`src/verilog/dsu_pkg.sv`:
```
// package: register map, field layout and carrier types of the dma status unit
package dsu_pkg;
   localparam int DSU_NCH = 8;
   localparam logic [11:0] DSU_OFF_COLL = 12'h000;
   localparam logic [11:0] DSU_OFF_CHAN = 12'h004;
   localparam logic [11:0] DSU_OFF_ADDR = 12'h008;
   localparam logic [11:0] DSU_OFF_IRQ_STAT = 12'h00C;
   localparam logic [11:0] DSU_OFF_IRQ_MASK = 12'h010;
   localparam logic [11:0] DSU_OFF_PP_MODE = 12'h014;
   localparam int DSU_POS_PERIPH = 8;
   localparam int DSU_POS_RAM = 0;
   localparam int DSU_POS_LAST = 8;
   localparam int DSU_POS_PP = 0;
   localparam logic [3:0] DSU_LAST_NONE = 4'hF;
   localparam logic [15:0] DSU_ADDR_RST = 16'h0000;
   localparam logic [7:0] DSU_PP_RST = 8'h00;
   localparam logic [15:0] DSU_IRQ_MASK_RST = 16'h0000;
   // transfer report from a channel engine
   typedef struct packed {
      logic valid;
      logic [2:0] chan;
      logic [15:0] ram_addr;
      logic block_done;
      logic periph_coll;
      logic ram_coll;
   } dsu_xfer_t;
   // apb request as seen by the slave
   typedef struct packed {
      logic psel;
      logic penable;
      logic pwrite;
      logic [11:0] paddr;
      logic [31:0] pwdata;
   } dsu_apb_req_t;
endpackage : dsu_pkg

```
`src/verilog/dsu_status.sv`:
```
// dma status unit: collision flags, last channel, ping-pong state, last ram address
//
// Notes on behaviour
// per channel, set peripheral write collision flag when collision detected
// per channel, set ram write collision flag when collision detected
// last active channel field; 1111 after reset, else channel 0-7
// per-channel ping-pong bit; 1 means secondary start offset selected, resets 0
// capture most recent ram address accessed by any channel, resets zero
// in ping-pong mode alternate primary and secondary buffer each block
// hardware only sets flags; software writes zero to clear; set wins
//
// The APB register port and the placing of the registers were decided locally.
`timescale 1ns/1ps
`default_nettype none
module dsu_status
   import dsu_pkg::*;
#(
   parameter int NCH = DSU_NCH
) (
   input wire logic pclk, // system clock
   input wire logic presetn, // async reset, active low
   input wire logic psel, // apb select
   input wire logic penable, // apb enable
   input wire logic pwrite, // apb direction
   input wire logic [11:0] paddr, // apb byte address
   input wire logic [31:0] pwdata, // apb write data
   output logic [31:0] prdata, // apb read data
   output logic pready, // apb ready
   output logic pslverr, // apb error
   input wire dsu_xfer_t xfer, // transfer report from engines
   output logic [NCH-1:0] pingpong_buffer_select, // current buffer per channel
   output logic irq // level interrupt
);
   initial begin
      if (NCH != 8) $error("dsu_status supports exactly eight channels");
   end

   dsu_apb_req_t req;
   assign req = '{psel, penable, pwrite, paddr, pwdata};

   logic [NCH-1:0] periph_write_collision_flag_q, periph_write_collision_flag_d;
   logic [NCH-1:0] ram_write_collision_flag_q, ram_write_collision_flag_d;
   logic [3:0] last_active_channel_q, last_active_channel_d;
   logic [15:0] last_ram_address_q, last_ram_address_d;
   logic [NCH-1:0] pp_mode_q, pp_mode_d;
   logic [15:0] irq_stat_q, irq_stat_d;
   logic [15:0] irq_mask_q, irq_mask_d;
   logic [31:0] prdata_d;
   logic pready_d, pslverr_d, irq_d;
   logic [NCH-1:0] pp_sel;
   logic wr_en, rd_en, setup;

   // one-hot decode of a channel number
   function automatic logic [NCH-1:0] chan_hot(input logic [2:0] ch);
      chan_hot = '0;
      chan_hot[ch] = 1'b1;
   endfunction : chan_hot

   // apb access phase qualifiers; slave answers in the first access cycle
   assign setup = req.psel && !req.penable;
   assign wr_en = req.psel && req.penable && req.pwrite && pready;
   assign rd_en = req.psel && req.penable && !req.pwrite && pready;

   logic [NCH-1:0] per_set, ram_set, blk;
   // per-channel events from the transfer report
   always_comb begin
      per_set = '0;
      ram_set = '0;
      blk = '0;
      if (xfer.valid) begin
         per_set = xfer.periph_coll ? chan_hot(xfer.chan) : '0;
         ram_set = xfer.ram_coll ? chan_hot(xfer.chan) : '0;
         blk = xfer.block_done ? chan_hot(xfer.chan) : '0;
      end
   end

   dsu_pingpong #(
      .NCH(NCH)
   ) u_pp (
      .pclk(pclk),
      .presetn(presetn),
      .pp_enable(pp_mode_q),
      .block_done(blk),
      .sel_q(pp_sel)
   );

   // status registers next state
   always_comb begin
      periph_write_collision_flag_d = periph_write_collision_flag_q;
      ram_write_collision_flag_d = ram_write_collision_flag_q;
      last_active_channel_d = last_active_channel_q;
      last_ram_address_d = last_ram_address_q;
      pp_mode_d = pp_mode_q;
      irq_mask_d = irq_mask_q;
      irq_stat_d = irq_stat_q;
      // software may only clear collision flags by writing zero
      if (wr_en && req.paddr == DSU_OFF_COLL) begin
         periph_write_collision_flag_d = periph_write_collision_flag_q
            & req.pwdata[DSU_POS_PERIPH +: NCH];
         ram_write_collision_flag_d = ram_write_collision_flag_q
            & req.pwdata[DSU_POS_RAM +: NCH];
      end
      if (wr_en && req.paddr == DSU_OFF_IRQ_MASK) begin
         irq_mask_d = req.pwdata[15:0];
      end
      if (wr_en && req.paddr == DSU_OFF_PP_MODE) begin
         pp_mode_d = req.pwdata[NCH-1:0];
      end
      if (rd_en && req.paddr == DSU_OFF_IRQ_STAT) begin
         irq_stat_d = '0; // read clears
      end
      // hardware sets after the clear so a same-cycle event wins
      periph_write_collision_flag_d = periph_write_collision_flag_d | per_set;
      ram_write_collision_flag_d = ram_write_collision_flag_d | ram_set;
      irq_stat_d = irq_stat_d | {per_set, ram_set};
      if (xfer.valid) begin
         last_active_channel_d = {1'b0, xfer.chan};
         last_ram_address_d = xfer.ram_addr;
      end
   end

   // status registers
   always_ff @(posedge pclk or negedge presetn) begin
      if (!presetn) begin
         periph_write_collision_flag_q <= '0;
         ram_write_collision_flag_q <= '0;
         last_active_channel_q <= DSU_LAST_NONE;
         last_ram_address_q <= DSU_ADDR_RST;
         pp_mode_q <= DSU_PP_RST[NCH-1:0];
         irq_stat_q <= '0;
         irq_mask_q <= DSU_IRQ_MASK_RST;
      end else begin
         periph_write_collision_flag_q <= periph_write_collision_flag_d;
         ram_write_collision_flag_q <= ram_write_collision_flag_d;
         last_active_channel_q <= last_active_channel_d;
         last_ram_address_q <= last_ram_address_d;
         pp_mode_q <= pp_mode_d;
         irq_stat_q <= irq_stat_d;
         irq_mask_q <= irq_mask_d;
      end
   end

   // apb answer and output next state
   always_comb begin
      pready_d = setup; // ready for exactly the first access cycle
      pslverr_d = 1'b0;
      prdata_d = '0;
      if (setup) begin
         unique case (req.paddr)
            DSU_OFF_COLL: begin
               prdata_d[DSU_POS_PERIPH +: NCH] = periph_write_collision_flag_q;
               prdata_d[DSU_POS_RAM +: NCH] = ram_write_collision_flag_q;
            end
            DSU_OFF_CHAN: begin
               prdata_d[DSU_POS_LAST +: 4] = last_active_channel_q;
               prdata_d[DSU_POS_PP +: NCH] = pp_sel;
            end
            DSU_OFF_ADDR: prdata_d[15:0] = last_ram_address_q;
            DSU_OFF_IRQ_STAT: prdata_d[15:0] = irq_stat_q;
            DSU_OFF_IRQ_MASK: prdata_d[15:0] = irq_mask_q;
            DSU_OFF_PP_MODE: prdata_d[NCH-1:0] = pp_mode_q;
            default: pslverr_d = 1'b1;
         endcase
      end
      irq_d = |(irq_stat_d & irq_mask_d);
   end

   // apb and output registers
   always_ff @(posedge pclk or negedge presetn) begin
      if (!presetn) begin
         prdata <= '0;
         pready <= 1'b0;
         pslverr <= 1'b0;
         irq <= 1'b0;
         pingpong_buffer_select <= '0;
      end else begin
         prdata <= prdata_d;
         pready <= pready_d;
         pslverr <= pslverr_d;
         irq <= irq_d;
         pingpong_buffer_select <= pp_sel;
      end
   end

   per_set_a: assert property (@(posedge pclk) disable iff (!presetn)
      (xfer.valid && xfer.periph_coll) |=> periph_write_collision_flag_q[$past(xfer.chan)])
      else $error("peripheral collision flag not set");
   ram_set_a: assert property (@(posedge pclk) disable iff (!presetn)
      (xfer.valid && xfer.ram_coll) |=> ram_write_collision_flag_q[$past(xfer.chan)])
      else $error("ram collision flag not set");
   last_chan_a: assert property (@(posedge pclk) disable iff (!presetn)
      xfer.valid |=> last_active_channel_q == {1'b0, $past(xfer.chan)})
      else $error("last channel not recorded");
   last_code_a: assert property (@(posedge pclk) disable iff (!presetn)
      last_active_channel_q == DSU_LAST_NONE || !last_active_channel_q[3])
      else $error("last channel holds reserved code");
   pp_out_a: assert property (@(posedge pclk) disable iff (!presetn)
      ##1 pingpong_buffer_select == $past(pp_sel))
      else $error("ping-pong output lags");
   last_addr_a: assert property (@(posedge pclk) disable iff (!presetn)
      xfer.valid |=> last_ram_address_q == $past(xfer.ram_addr))
      else $error("ram address not captured");
   flag_sticky_a: assert property (@(posedge pclk) disable iff (!presetn)
      (periph_write_collision_flag_q[0] && !(wr_en && req.paddr == DSU_OFF_COLL))
      |=> periph_write_collision_flag_q[0])
      else $error("collision flag cleared by hardware");
   set_wins_a: assert property (@(posedge pclk) disable iff (!presetn)
      (wr_en && req.paddr == DSU_OFF_COLL && xfer.valid && xfer.ram_coll)
      |=> ram_write_collision_flag_q[$past(xfer.chan)])
      else $error("clear beat a same-cycle set");
   apb_ready_a: assert property (@(posedge pclk) disable iff (!presetn)
      (psel && !penable) |=> pready)
      else $error("apb answer late");

   // apb answer stands for one cycle only
   ready_pulse_a: assert property (@(posedge pclk) disable iff (!presetn)
      pready |=> !pready)
      else $error("apb ready held too long");
   // error flag only together with the answer
   slverr_ready_a: assert property (@(posedge pclk) disable iff (!presetn)
      pslverr |-> pready)
      else $error("apb error outside answer");
   // read data bus is quiet between answers
   rdata_idle_a: assert property (@(posedge pclk) disable iff (!presetn)
      !pready |-> prdata == 32'h0000_0000)
      else $error("read data not quiet");

   // interrupt line follows the masked status
   irq_level_a: assert property (@(posedge pclk) disable iff (!presetn)
      irq == |(irq_stat_q & irq_mask_q))
      else $error("interrupt level wrong");
   // status read clears when no event competes
   stat_clear_a: assert property (@(posedge pclk) disable iff (!presetn)
      (rd_en && req.paddr == DSU_OFF_IRQ_STAT && !xfer.valid)
      |=> irq_stat_q == 16'h0000)
      else $error("status read did not clear");
   // mask register takes the written word
   mask_write_a: assert property (@(posedge pclk) disable iff (!presetn)
      (wr_en && req.paddr == DSU_OFF_IRQ_MASK)
      |=> irq_mask_q == $past(req.pwdata[15:0]))
      else $error("mask write lost");
   // mode register takes the written word
   mode_write_a: assert property (@(posedge pclk) disable iff (!presetn)
      (wr_en && req.paddr == DSU_OFF_PP_MODE)
      |=> pp_mode_q == $past(req.pwdata[NCH-1:0]))
      else $error("mode write lost");

   // last channel and address hold without a transfer
   last_hold_a: assert property (@(posedge pclk) disable iff (!presetn)
      !xfer.valid |=> $stable(last_active_channel_q))
      else $error("last channel changed without transfer");
   addr_hold_a: assert property (@(posedge pclk) disable iff (!presetn)
      !xfer.valid |=> $stable(last_ram_address_q))
      else $error("ram address changed without transfer");
   // write-zero clears exactly the zero peripheral flag bits when nothing competes
   flag_clear_a: assert property (@(posedge pclk) disable iff (!presetn)
      (wr_en && req.paddr == DSU_OFF_COLL && !xfer.valid)
      |=> periph_write_collision_flag_q
      == $past(periph_write_collision_flag_q & req.pwdata[DSU_POS_PERIPH +: NCH]))
      else $error("write-zero clear wrong");
   // ram flag of channel 0 never drops without a clear write
   ram_sticky_a: assert property (@(posedge pclk) disable iff (!presetn)
      (ram_write_collision_flag_q[0] && !(wr_en && req.paddr == DSU_OFF_COLL))
      |=> ram_write_collision_flag_q[0])
      else $error("ram flag cleared by hardware");
endmodule : dsu_status
`default_nettype wire

```
`src/verilog/dsu_pingpong.sv`:
```
// ping-pong buffer selector for all channels
`timescale 1ns/1ps
`default_nettype none
module dsu_pingpong
   import dsu_pkg::*;
#(
   parameter int NCH = DSU_NCH
) (
   input wire logic pclk, // system clock
   input wire logic presetn, // async reset, active low
   input wire logic [NCH-1:0] pp_enable, // ping-pong mode per channel
   input wire logic [NCH-1:0] block_done, // block finished pulse per channel
   output logic [NCH-1:0] sel_q // 1 = secondary start offset selected
);
   logic [NCH-1:0] sel_d;
   // toggle the selection at each finished block in ping-pong mode
   always_comb begin
      sel_d = sel_q & pp_enable;
      sel_d = sel_d ^ (block_done & pp_enable);
   end
   // selector register
   always_ff @(posedge pclk or negedge presetn) begin
      if (!presetn) begin
         sel_q <= DSU_PP_RST[NCH-1:0];
      end else begin
         sel_q <= sel_d;
      end
   end
   // every channel with a finished block in ping-pong mode flips its selection
   pp_toggle_a: assert property (@(posedge pclk) disable iff (!presetn)
      (|(block_done & pp_enable)) |=>
      (((sel_q ^ $past(sel_q)) & $past(block_done & pp_enable))
      == $past(block_done & pp_enable)))
      else $error("ping-pong select did not toggle");
endmodule : dsu_pingpong
`default_nettype wire

```
`config.mk`:
```
export PLATFORM = sky130hd
export DESIGN_NAME = dsu_status
export DESIGN_NICKNAME = d
export VERILOG_FILES = /design/src/verilog/dsu_pkg.sv /design/src/verilog/dsu_status.sv /design/src/verilog/dsu_pingpong.sv
export SDC_FILE = /design/constraint.sdc
export NUM_CORES = 1
export LEC_CHECK = 0
export BUFFER_PORTS_ARGS = -buffer_cell sky130_fd_sc_hd__buf_4
export CAP_MARGIN = 20
export CELL_PAD_IN_SITES_DETAIL_PLACEMENT = 2
export CELL_PAD_IN_SITES_GLOBAL_PLACEMENT = 2
export CORE_MARGIN = 2
export CORE_UTILIZATION = 35
export CTS_BUF_LIST = sky130_fd_sc_hd__clkbuf_2 sky130_fd_sc_hd__clkbuf_4 sky130_fd_sc_hd__clkbuf_8
export CTS_CLUSTER_DIAMETER = 40
export DETAILED_ROUTE_END_ITERATION = 6
export GPL_TIMING_DRIVEN = 0
export PLACE_DENSITY_LB_ADDON = 0.1
export SETUP_SLACK_MARGIN = 0.02
export SLEW_MARGIN = 10
export SYNTH_ARGS = -nofsm -noshare
export SYNTH_HDL_FRONTEND = slang
export SYNTH_HIERARCHICAL = 1
export SYNTH_SLANG_ARGS = --single-unit
```
`constraint.sdc`:
```
create_clock -name pclk -period 3.1 [get_ports pclk]
set_input_delay 0.31 -clock pclk [delete_from_list [all_inputs] [get_ports pclk]]
set_output_delay 0.31 -clock pclk [all_outputs]
set_load 0.02 [all_outputs]
```
---- After elaboration in Yosys (flattened, before gate mapping) ----
Index checks and enable logic that the tools add are counted.
word-level totals
  register bits after elaboration ......... 111
  input bits .............................. 72
  output and inout port bits .............. 43
  logic and storage cells ................. 63
cells by class
  magnitude comparators ................... 2
  equality and inequality tests ........... 5
  multiplexer cells ....................... 18
  bitwise gates (word level) .............. 9
  reductions and logical operators ........ 16
operator list
  cell                   number
  $mux W8                8
  $mux W16               3
  $pmux W8 S6            1
  $and A8 B8 Y8          4
  $eq A12 B4 Y1 const B  2
  $eq A12 B5 Y1 const B  2
  $pmux W4 S5            1
  $and A16 B16 Y16       1
  $or A16 B16 Y16        1
  $or A8 B8 Y8           2
  $pmux W4 S4            1
  $reduce_or A16 Y1      1
  $eq A12 B3 Y1 const B  1
  $logic_not A12 Y1      1
  $logic_and A1 B1 Y1    11
  $xor A8 B8 Y8          1
  $reduce_or A6 Y1       1
  $lt A3 B4 Y1 const B   1
  $demux W1 S3           1
  $ge A3 B1 Y1 const B   1
  $mux W1                3
  $logic_not A1 Y1       2

---- Depth between registers and ports, before layout ----
Gate-level depths: netlist of the first run.
  depth in word-level cells ............... 9
  mapped depth ............................ 8
  depth with buffers taken out ............ 6

---- By module ----
The synthesis of the first run kept the hierarchy.
by module, submodules not included
  module        times used  cells an instance  area each (um2)
  dsu_status    1           432                4709.5
  dsu_pingpong  1           24                 320.3

---- Least setup slack after synthesis of the first run ----
Ideal clock, no wire load.
  path kind ............................... input to register
  start point ............................. input port paddr[9]
  end point ............................... register irq
  library setup time ...................... 0.143 ns
  data arrival time ....................... 2.469 ns
  setup slack ............................. 0.488 ns
  stages on the path ...................... 7
  path buffers ............................ 1
  path through ............................ or4_4 > or3_1 > buf_6 > nor2_1 > mux2_2 > a2111oi_1 > nand4_1
RTL lines
  item                  line               RTL
  from (decl)           dsu_status.sv:25   input wire logic [11:0] paddr,
  $eq A12 B5 Y1         dsu_status.sv:103  if (wr_en && req.paddr == DSU_OFF_IRQ_MASK) begin
  $logic_and A1 B1 Y1   dsu_status.sv:103
  $mux W16              dsu_status.sv:103
  net irq_mask_d[13]    dsu_status.sv:47   logic [15:0] irq_mask_q, irq_mask_d;
  $and A16 B16 Y16      dsu_status.sv:165  irq_d = |(irq_stat_d & irq_mask_d);
  $reduce_or A16 Y1     dsu_status.sv:165
  net irq_d             dsu_status.sv:49   logic pready_d, pslverr_d, irq_d;
  to (signal assigned)  dsu_status.sv:180  irq <= irq_d;
  to (decl)             dsu_status.sv:32   output logic irq
The timed path passes the listed nets, and every way through them passes these cells.
A chain may end at the register's enable or synchronous reset.

---- Worst setup path after layout of the first run ----
  start point ............................. register pready
  end point ............................... register irq
on the way
  word-level cells in the longest chain between the ends .. 6
RTL lines
  item                    line               RTL
  from (decl)             dsu_status.sv:28   output logic pready,
  from (signal assigned)  dsu_status.sv:178  pready <= pready_d;
  $logic_and A1 B1 Y1     dsu_status.sv:62   assign rd_en = req.psel && req.penable && !req.pwrite && pready;
  $logic_and A1 B1 Y1     dsu_status.sv:109  if (rd_en && req.paddr == DSU_OFF_IRQ_STAT) begin
  $mux W16                dsu_status.sv:109
  $or A16 B16 Y16         dsu_status.sv:115  irq_stat_d = irq_stat_d | {per_set, ram_set};
  $and A16 B16 Y16 *      dsu_status.sv:165
  $reduce_or A16 Y1 *     dsu_status.sv:165
  net irq_d               dsu_status.sv:49
Mark *: on every way through the listed nets, which the timed path passes. The rest lies on a longest branch.

==> results of run 1 <==
-- kinds of logic (layout without fill, tap and decap cells) --
logic type             after synthesis  count (layout)  share of synthesized area (%)
flip-flops                         111             111                           55.3
multiplexers                        35              35                           7.84
buffers and inverters               43             141                           4.97
XOR/XNOR                             8               8                           1.39
other                                1              16                         0.0746
AO/OA/AOI/OAI                      122             122                           16.3
AND/OR/NAND/NOR                    136             136                           14.1
-- power by group through the flow --
stage	Clock (mW)	Combinational, mW	Sequential [mW]
after floorplan	0	0.183	1.62
after global placement	0	0.321	1.63
after detailed placement	0	0.343	1.64
after CTS	1.04	0.347	1.61
after global routing	1.10	0.385	1.62
final	1.02	0.348	1.61
-- metal layers --
metal  track usage, %  vias to the layer above  part of all wire [%]
met1             33.2                     2193                    43
met4             6.61                        0                   1.7
met2             44.1                      115                    51
met3             4.62                       22                   3.9
li1                 -                     1845                     -
met5                0                        -                     0
-- sequential cells by signal (all words and copies together) (netlist names) --
register,cells
irq,1
pingpong_buffer_select,8
pp_mode_q,8
ram_write_collision_flag_q,8
pslverr,1
pready,1
last_active_channel_q,4
irq_mask_q,16
periph_write_collision_flag_q,8
u_pp/sel_q,8
irq_stat_q,16
prdata,16
last_ram_address_q,16
-- through the flow --
| stage | setup WS [ps] | cell area, µm² |
|---|---|---|
| final | 293 | 6210 |
| after global routing | 105 | 6210 |
| after CTS | 99.4 | 6200 |
| after detailed placement | -135 | 5960 |
| after global placement | -524 | 5900 |
| after floorplan | 488 | 5090 |
-- timing repair --
item | in CTS | in global routing
gates resized for setup | 3 | 3
hold endpoints to repair | 25 | 0
pin swaps | 0 | 0
hold buffers | 1 | 0
cloned | 0 | 0
setup endpoints to repair | 1 | 1
-- cell usage in the layout (no fill, tap or decap), types with 15 or more instances in the layout --
cell,n
o21ai_0,38
mux2_2,35
a21oi_1,17
dfrtp_1,107
conb_1,16
nand2_1,62
nand3_1,15
buf_4,95
clkbuf_1,16
a22oi_1,18
-- cell type report --
class / instances / area, µm² / area share (%)
plain buffers: 42 / 248 / 3.99
clock buffers: 11 / 151 / 2.44
clock inverters: 5 / 78.8 / 1.27
inverters: 1 / 3.75 / 0.0604
multi-input cells: 317 / 2080 / 33.5
flip-flops and latches: 111 / 2780 / 44.8
well taps: 180 / 225 / 3.63
repair buffers: 82 / 642 / 10.3
-- worst min-delay path by stage --
stage | slack (ps) | startpoint | end | depth (start not counted)
final | 140 | xfer[13] | last_ram_address_q[10] | 2
after global routing | 120 | xfer[15] | last_ram_address_q[12] | 2
after CTS | 120 | xfer[5] | last_ram_address_q[2] | 2
after detailed placement | 200 | presetn | prdata[11] | 1
after global placement | 410 | u_pp/sel_q[7] | pingpong_buffer_select[7] | 0
after floorplan | 10 | presetn | irq | 0
==> impl_metrics.tcl, run 1 <==
set metrics [dict create \
    status "complete, no violations" \
    max-vdd-ir-drop_uv 295 \
    rsz0062_at_grt "false" \
    setup.worst_path.end "irq" \
    seqPwrFrac_pct 54.1 \
    synth-edff-count 0 \
    wl_um 18300 \
    worstMarginPinSlew_ps 929 \
    grt_max_degree 87 \
    start_util_pct 36.1 \
    io_buffers 79 \
    synth_top_area_share_pct 53.2 \
    rows 43 \
    clock_power_share_pct 34.2 \
    fin_setup_tns_ps 0 \
    synthTopCellsByArea "dfrtp_1 53%, mux2_2 7.8%, nand2_1 4.6%" \
    final_layout_size_suffix_gt1_share_pct 30.9 \
    grt_use_total_pct 25.6 \
    syn-mean-instance-area_um2 11.0 \
    cpPeakStageDelay_ps 740 \
    yosysTopAreaCell "dfrtp_1" \
    report.final.slew_viol_count 0 \
    dr.pass1.iters 6 \
    cts_setup_buffers 0 \
    power.density_nw_per_um2 479 \
    crit_slowest_cell "or4b_2" \
    synth_cell_types 46 \
    wl_per_cell_um 24.4 \
    reg2reg_depth 7 \
    p_switching_uw 776 \
    p_leak_nw 2.90 \
    chipWidth_um 124 \
    pin_count 115 \
    die-area_um2 15300 \
    grt_antenna_before_repair 0 \
    path_max_fanout 10 \
    worstSetupEndpointType "flip-flop" \
    hold_violations 0 \
    yosys_warnings 6 \
    finalCriticalPeriod_ps 2810 \
    fin_crit_sh_pct 90.5 \
    ant_nets 0 \
    syn-cell-area_um2 5030 \
    place.gp.congestion 0.802 \
    min_path_type "primary input to flip-flop" \
    setup_viol_count_final 0 \
    fmax_ghz 0.356 \
    grt_pass1_vias 4660 \
    r2r-end "irq" \
    ys_ff_latch 111 \
    core_area_um2 13900 \
    crit_type "flip-flop to flip-flop" \
    clk_latency_ps 400 \
    cts-buffers-inserted 9 \
    synth_commonest_cells "107 x dfrtp_1, 62 x nand2_1, 40 x o21ai_0, 35 x mux2_2, 18 x a22oi_1" \
    drcViolationCount 0 \
    synth-main-ff-cell "dfrtp_1" \
    syn_inst 456 \
    crit_path_start_kind "flip-flop" \
    cts_tree "yes" \
    path_depth 7 \
    dp_hpwl_um 12700 \
    num_vias 4175 \
    share_comb_of_total_power_pct 11.7 \
    critPathArrivalTime_ps 3050 \
    cap_violations 0 \
    via_per_inst 5.57 \
    p_sw_share_pct 26.1 \
    fin_worst_skew_ps 10.5 \
    final_core_util_pct 44.6 \
    ys_seq_area_share_pct 55.3 \
    grt_first_pass_wirelength_um 28000 \
    finalPower_mw 2.97 \
    overflow 0 \
    yosysMostFrequentCell "dfrtp_1" \
    final_nets 636 \
    clk_pin_slew_ps 110 \
    cts.sinks 111 \
    die_h_um 124 \
    crit_buf_inv 1 \
    dp_cells 732 \
    intPower_mw 2.20 \
    root_buffer "clkbuf_8" \
    whs_ps 137 \
    synthArstFlopShare_pct 100 \
    fillerInstances 1484 \
    r2r-start "pready" \
    area_growth_pct 23.5 \
    crit_start "pready" \
    cts_max_path_buffers 2 \
    slew_headroom_pct 38.1 \
    dr.first_iter.drc_count 265 \
    critPathRequiredTime_ps 3340 \
    crit_family "simple AND/OR/NAND/NOR gates" \
    antenna_cells 0 \
    finalNonFillerCells 749 \
    htree_levels 3 \
    r2r_setup_slack_ps 290 \
    cp_cell_sequence "nand3_1, or4b_2, clkbuf_1, o21ai_0, a22oi_1, a2111oi_1, nand4_1" \
]
No activity file was read; power rests on OpenSTA's default activity.
==> run 2: changes to the inputs <==
--- a/config.mk
+++ b/config.mk
@@ -7,15 +7,13 @@
 export LEC_CHECK = 0
 export BUFFER_PORTS_ARGS = -buffer_cell sky130_fd_sc_hd__buf_4
 export CAP_MARGIN = 20
-export CELL_PAD_IN_SITES_DETAIL_PLACEMENT = 2
-export CELL_PAD_IN_SITES_GLOBAL_PLACEMENT = 2
 export CORE_MARGIN = 2
-export CORE_UTILIZATION = 35
+export CORE_UTILIZATION = 50
 export CTS_BUF_LIST = sky130_fd_sc_hd__clkbuf_2 sky130_fd_sc_hd__clkbuf_4 sky130_fd_sc_hd__clkbuf_8
 export CTS_CLUSTER_DIAMETER = 40
 export DETAILED_ROUTE_END_ITERATION = 6
 export GPL_TIMING_DRIVEN = 0
-export PLACE_DENSITY_LB_ADDON = 0.1
+export PLACE_DENSITY = 0.75
 export SETUP_SLACK_MARGIN = 0.02
 export SLEW_MARGIN = 10
 export SYNTH_ARGS = -nofsm -noshare
==> impl_metrics.tcl, run 2 (synthesis gave the netlist of run 1 again) <==
set metrics [dict create \
    status "complete, no violations" \
    io_buffers 79 \
    share_comb_of_total_power_pct 12.1 \
    path_max_fanout 10 \
    fin_crit_sh_pct 93.7 \
    core_area_um2 9770 \
    layout_common_cells "107 x dfrtp_1, 94 x buf_4, 62 x nand2_1" \
    min_path_type "primary input to flip-flop" \
    chipWidth_um 104 \
    slew_headroom_pct 35.0 \
    grt_pass1_vias 4264 \
    dr.first_iter.drc_count 348 \
    start_util_pct 51.5 \
    grt_first_pass_wirelength_um 22800 \
    crit_type "flip-flop to flip-flop" \
    worstMarginPinSlew_ps 961 \
    worst_slack_ps 197 \
    crit_path_start_kind "flip-flop" \
    overflow 0 \
    critPathArrivalTime_ps 3120 \
    max-vdd-ir-drop_uv 274 \
    wl_um 14300 \
    cts_max_path_buffers 2 \
    final_common_cell "dfrtp_1" \
    dp_hpwl_um 10000 \
    grt_max_degree 112 \
    clk_latency_ps 370 \
    cts_tree "yes" \
    critPathMostFrequentCell "nand4_1" \
    finalCriticalPeriod_ps 2900 \
    place.gp.congestion 0.965 \
    grt_use_total_pct 27.3 \
    clk_pin_slew_ps 100 \
    power.density_nw_per_um2 448 \
    p_leak_nw 2.86 \
    p_switching_uw 709 \
    rsz0062_at_grt "false" \
    clock_power_share_pct 28.8 \
    setup_viol_count_final 0 \
    fmax_ghz 0.344 \
    critPathRequiredTime_ps 3320 \
    cap_violations 0 \
    antenna_cells 0 \
    report.final.slew_viol_count 0 \
    pin_count 115 \
    die_h_um 104 \
    die-area_um2 10900 \
    hold_violations 0 \
    via_per_inst 5.94 \
    p_sw_share_pct 26.0 \
    final_core_util_pct 62.1 \
    htree_levels 3 \
    cts.sinks 111 \
    wl_per_cell_um 20.4 \
    worstSetupEndpointType "flip-flop" \
    grt_antenna_before_repair 0 \
    cpPeakStageDelay_ps 770 \
    final_layout_size_suffix_gt1_share_pct 30.8 \
    intPower_mw 2.01 \
    fin_worst_skew_ps 9.29 \
    drcViolationCount 0 \
    pre_cts_slack_ps -180 \
    cp_cell_sequence "nand4_1, or4b_2, clkbuf_1, o21ai_0, a22oi_1, a2111oi_1, nand4_1" \
    crit_slowest_cell "or4b_2" \
    seqPwrFrac_pct 59.1 \
    cts-buffers-inserted 9 \
    final_nets 637 \
    num_vias 4168 \
    ant_nets 0 \
    root_buffer "clkbuf_8" \
    rows 36 \
    dr.pass1.iters 5 \
    cts_setup_buffers 0 \
    area_growth_pct 20.7 \
]
-- run 2: changes by cell type in the layout (fill, tap and decap cells not counted), sizes merged --
cell	previous run	this run
buf	106	107
bufinv	2	0
clkinv	2	3
clkinvlp	0	1
inv	2	1
-- run 2: power by group through the flow --
stage          Sequential, mW  Clock [mW]  Combinational (mW)
2_1_floorplan            1.62           0               0.183
3_3_place_gp             1.63           0               0.308
3_5_place_dp             1.63           0               0.321
4_1_cts                  1.61       0.791               0.321
5_1_grt                  1.62       0.837               0.364
6_report                 1.61       0.785               0.330
-- run 2: stage by stage --
| stage | hold slack, ps | instances | total power [mW] | setup TNS, ps | cell area, µm² |
|---|---|---|---|---|---|
| final | 158 | 702 | 2.72 | 0 | 6070 |
| after global routing | 156 | 702 | 2.82 | 0 | 6070 |
| after CTS | 124 | 699 | 2.72 | 0 | 6020 |
| after detailed placement | 413 | 684 | 1.95 | -680 | 5850 |
| after global placement | 416 | 683 | 1.94 | -231 | 5850 |
| after floorplan | 14.4 | 471 | 1.80 | 0 | 5090 |
-- run 2: final cells by class --
| type | count | area (µm²) |
|---|---|---|
| multi-input cells | 317 | 2060 |
| repair buffers | 83 | 644 |
| clock buffers | 11 | 145 |
| inverters | 1 | 3.75 |
| fillers | 865 | 3700 |
| plain buffers | 42 | 246 |
| clock inverters | 4 | 22.5 |
| flip-flops and latches | 111 | 2780 |
| well taps | 133 | 166 |
-- run 2: path summary, 6_finish.rpt --
kind,startpoint,slack [ps],to,cells after the start
max,pready,200,irq,7
min,xfer[3],160,last_ram_address_q[0],2
max reg2reg,pready,200,irq,7
min reg2reg,u_pp/sel_q[1],440,pingpong_buffer_select[1],0
max in group asynchronous,presetn,2070,last_active_channel_q[0],3
min in group asynchronous,presetn,330,prdata[8],2
-- run 2: routing by layer --
| layer | GRT usage (%) | share of wire, % | vias up |
|---|---|---|---|
| met3 | 5.51 | 7.9 | 34 |
| met2 | 43.1 | 47 | 220 |
| li1 | - | - | 1845 |
| met5 | 0 | 0 | - |
| met4 | 12.0 | 3.3 | 0 |
| met1 | 36.7 | 41 | 2069 |
-- run 2: worst max-delay path, delay by kind of cell (launching register included) --
kind	cells	cell delay, ps
AO/OA/AOI/OAI	3	850
buffers and inverters	1	350
flip-flops	1	380
AND/OR/NAND/NOR	3	1170
-- run 2: timing repair --
item | CTS | global route
resized for setup | 1 | 2
endpoints found under the hold margin | 0 | 18
setup endpoints to repair | 1 | 1
hold buffers | 0 | 1
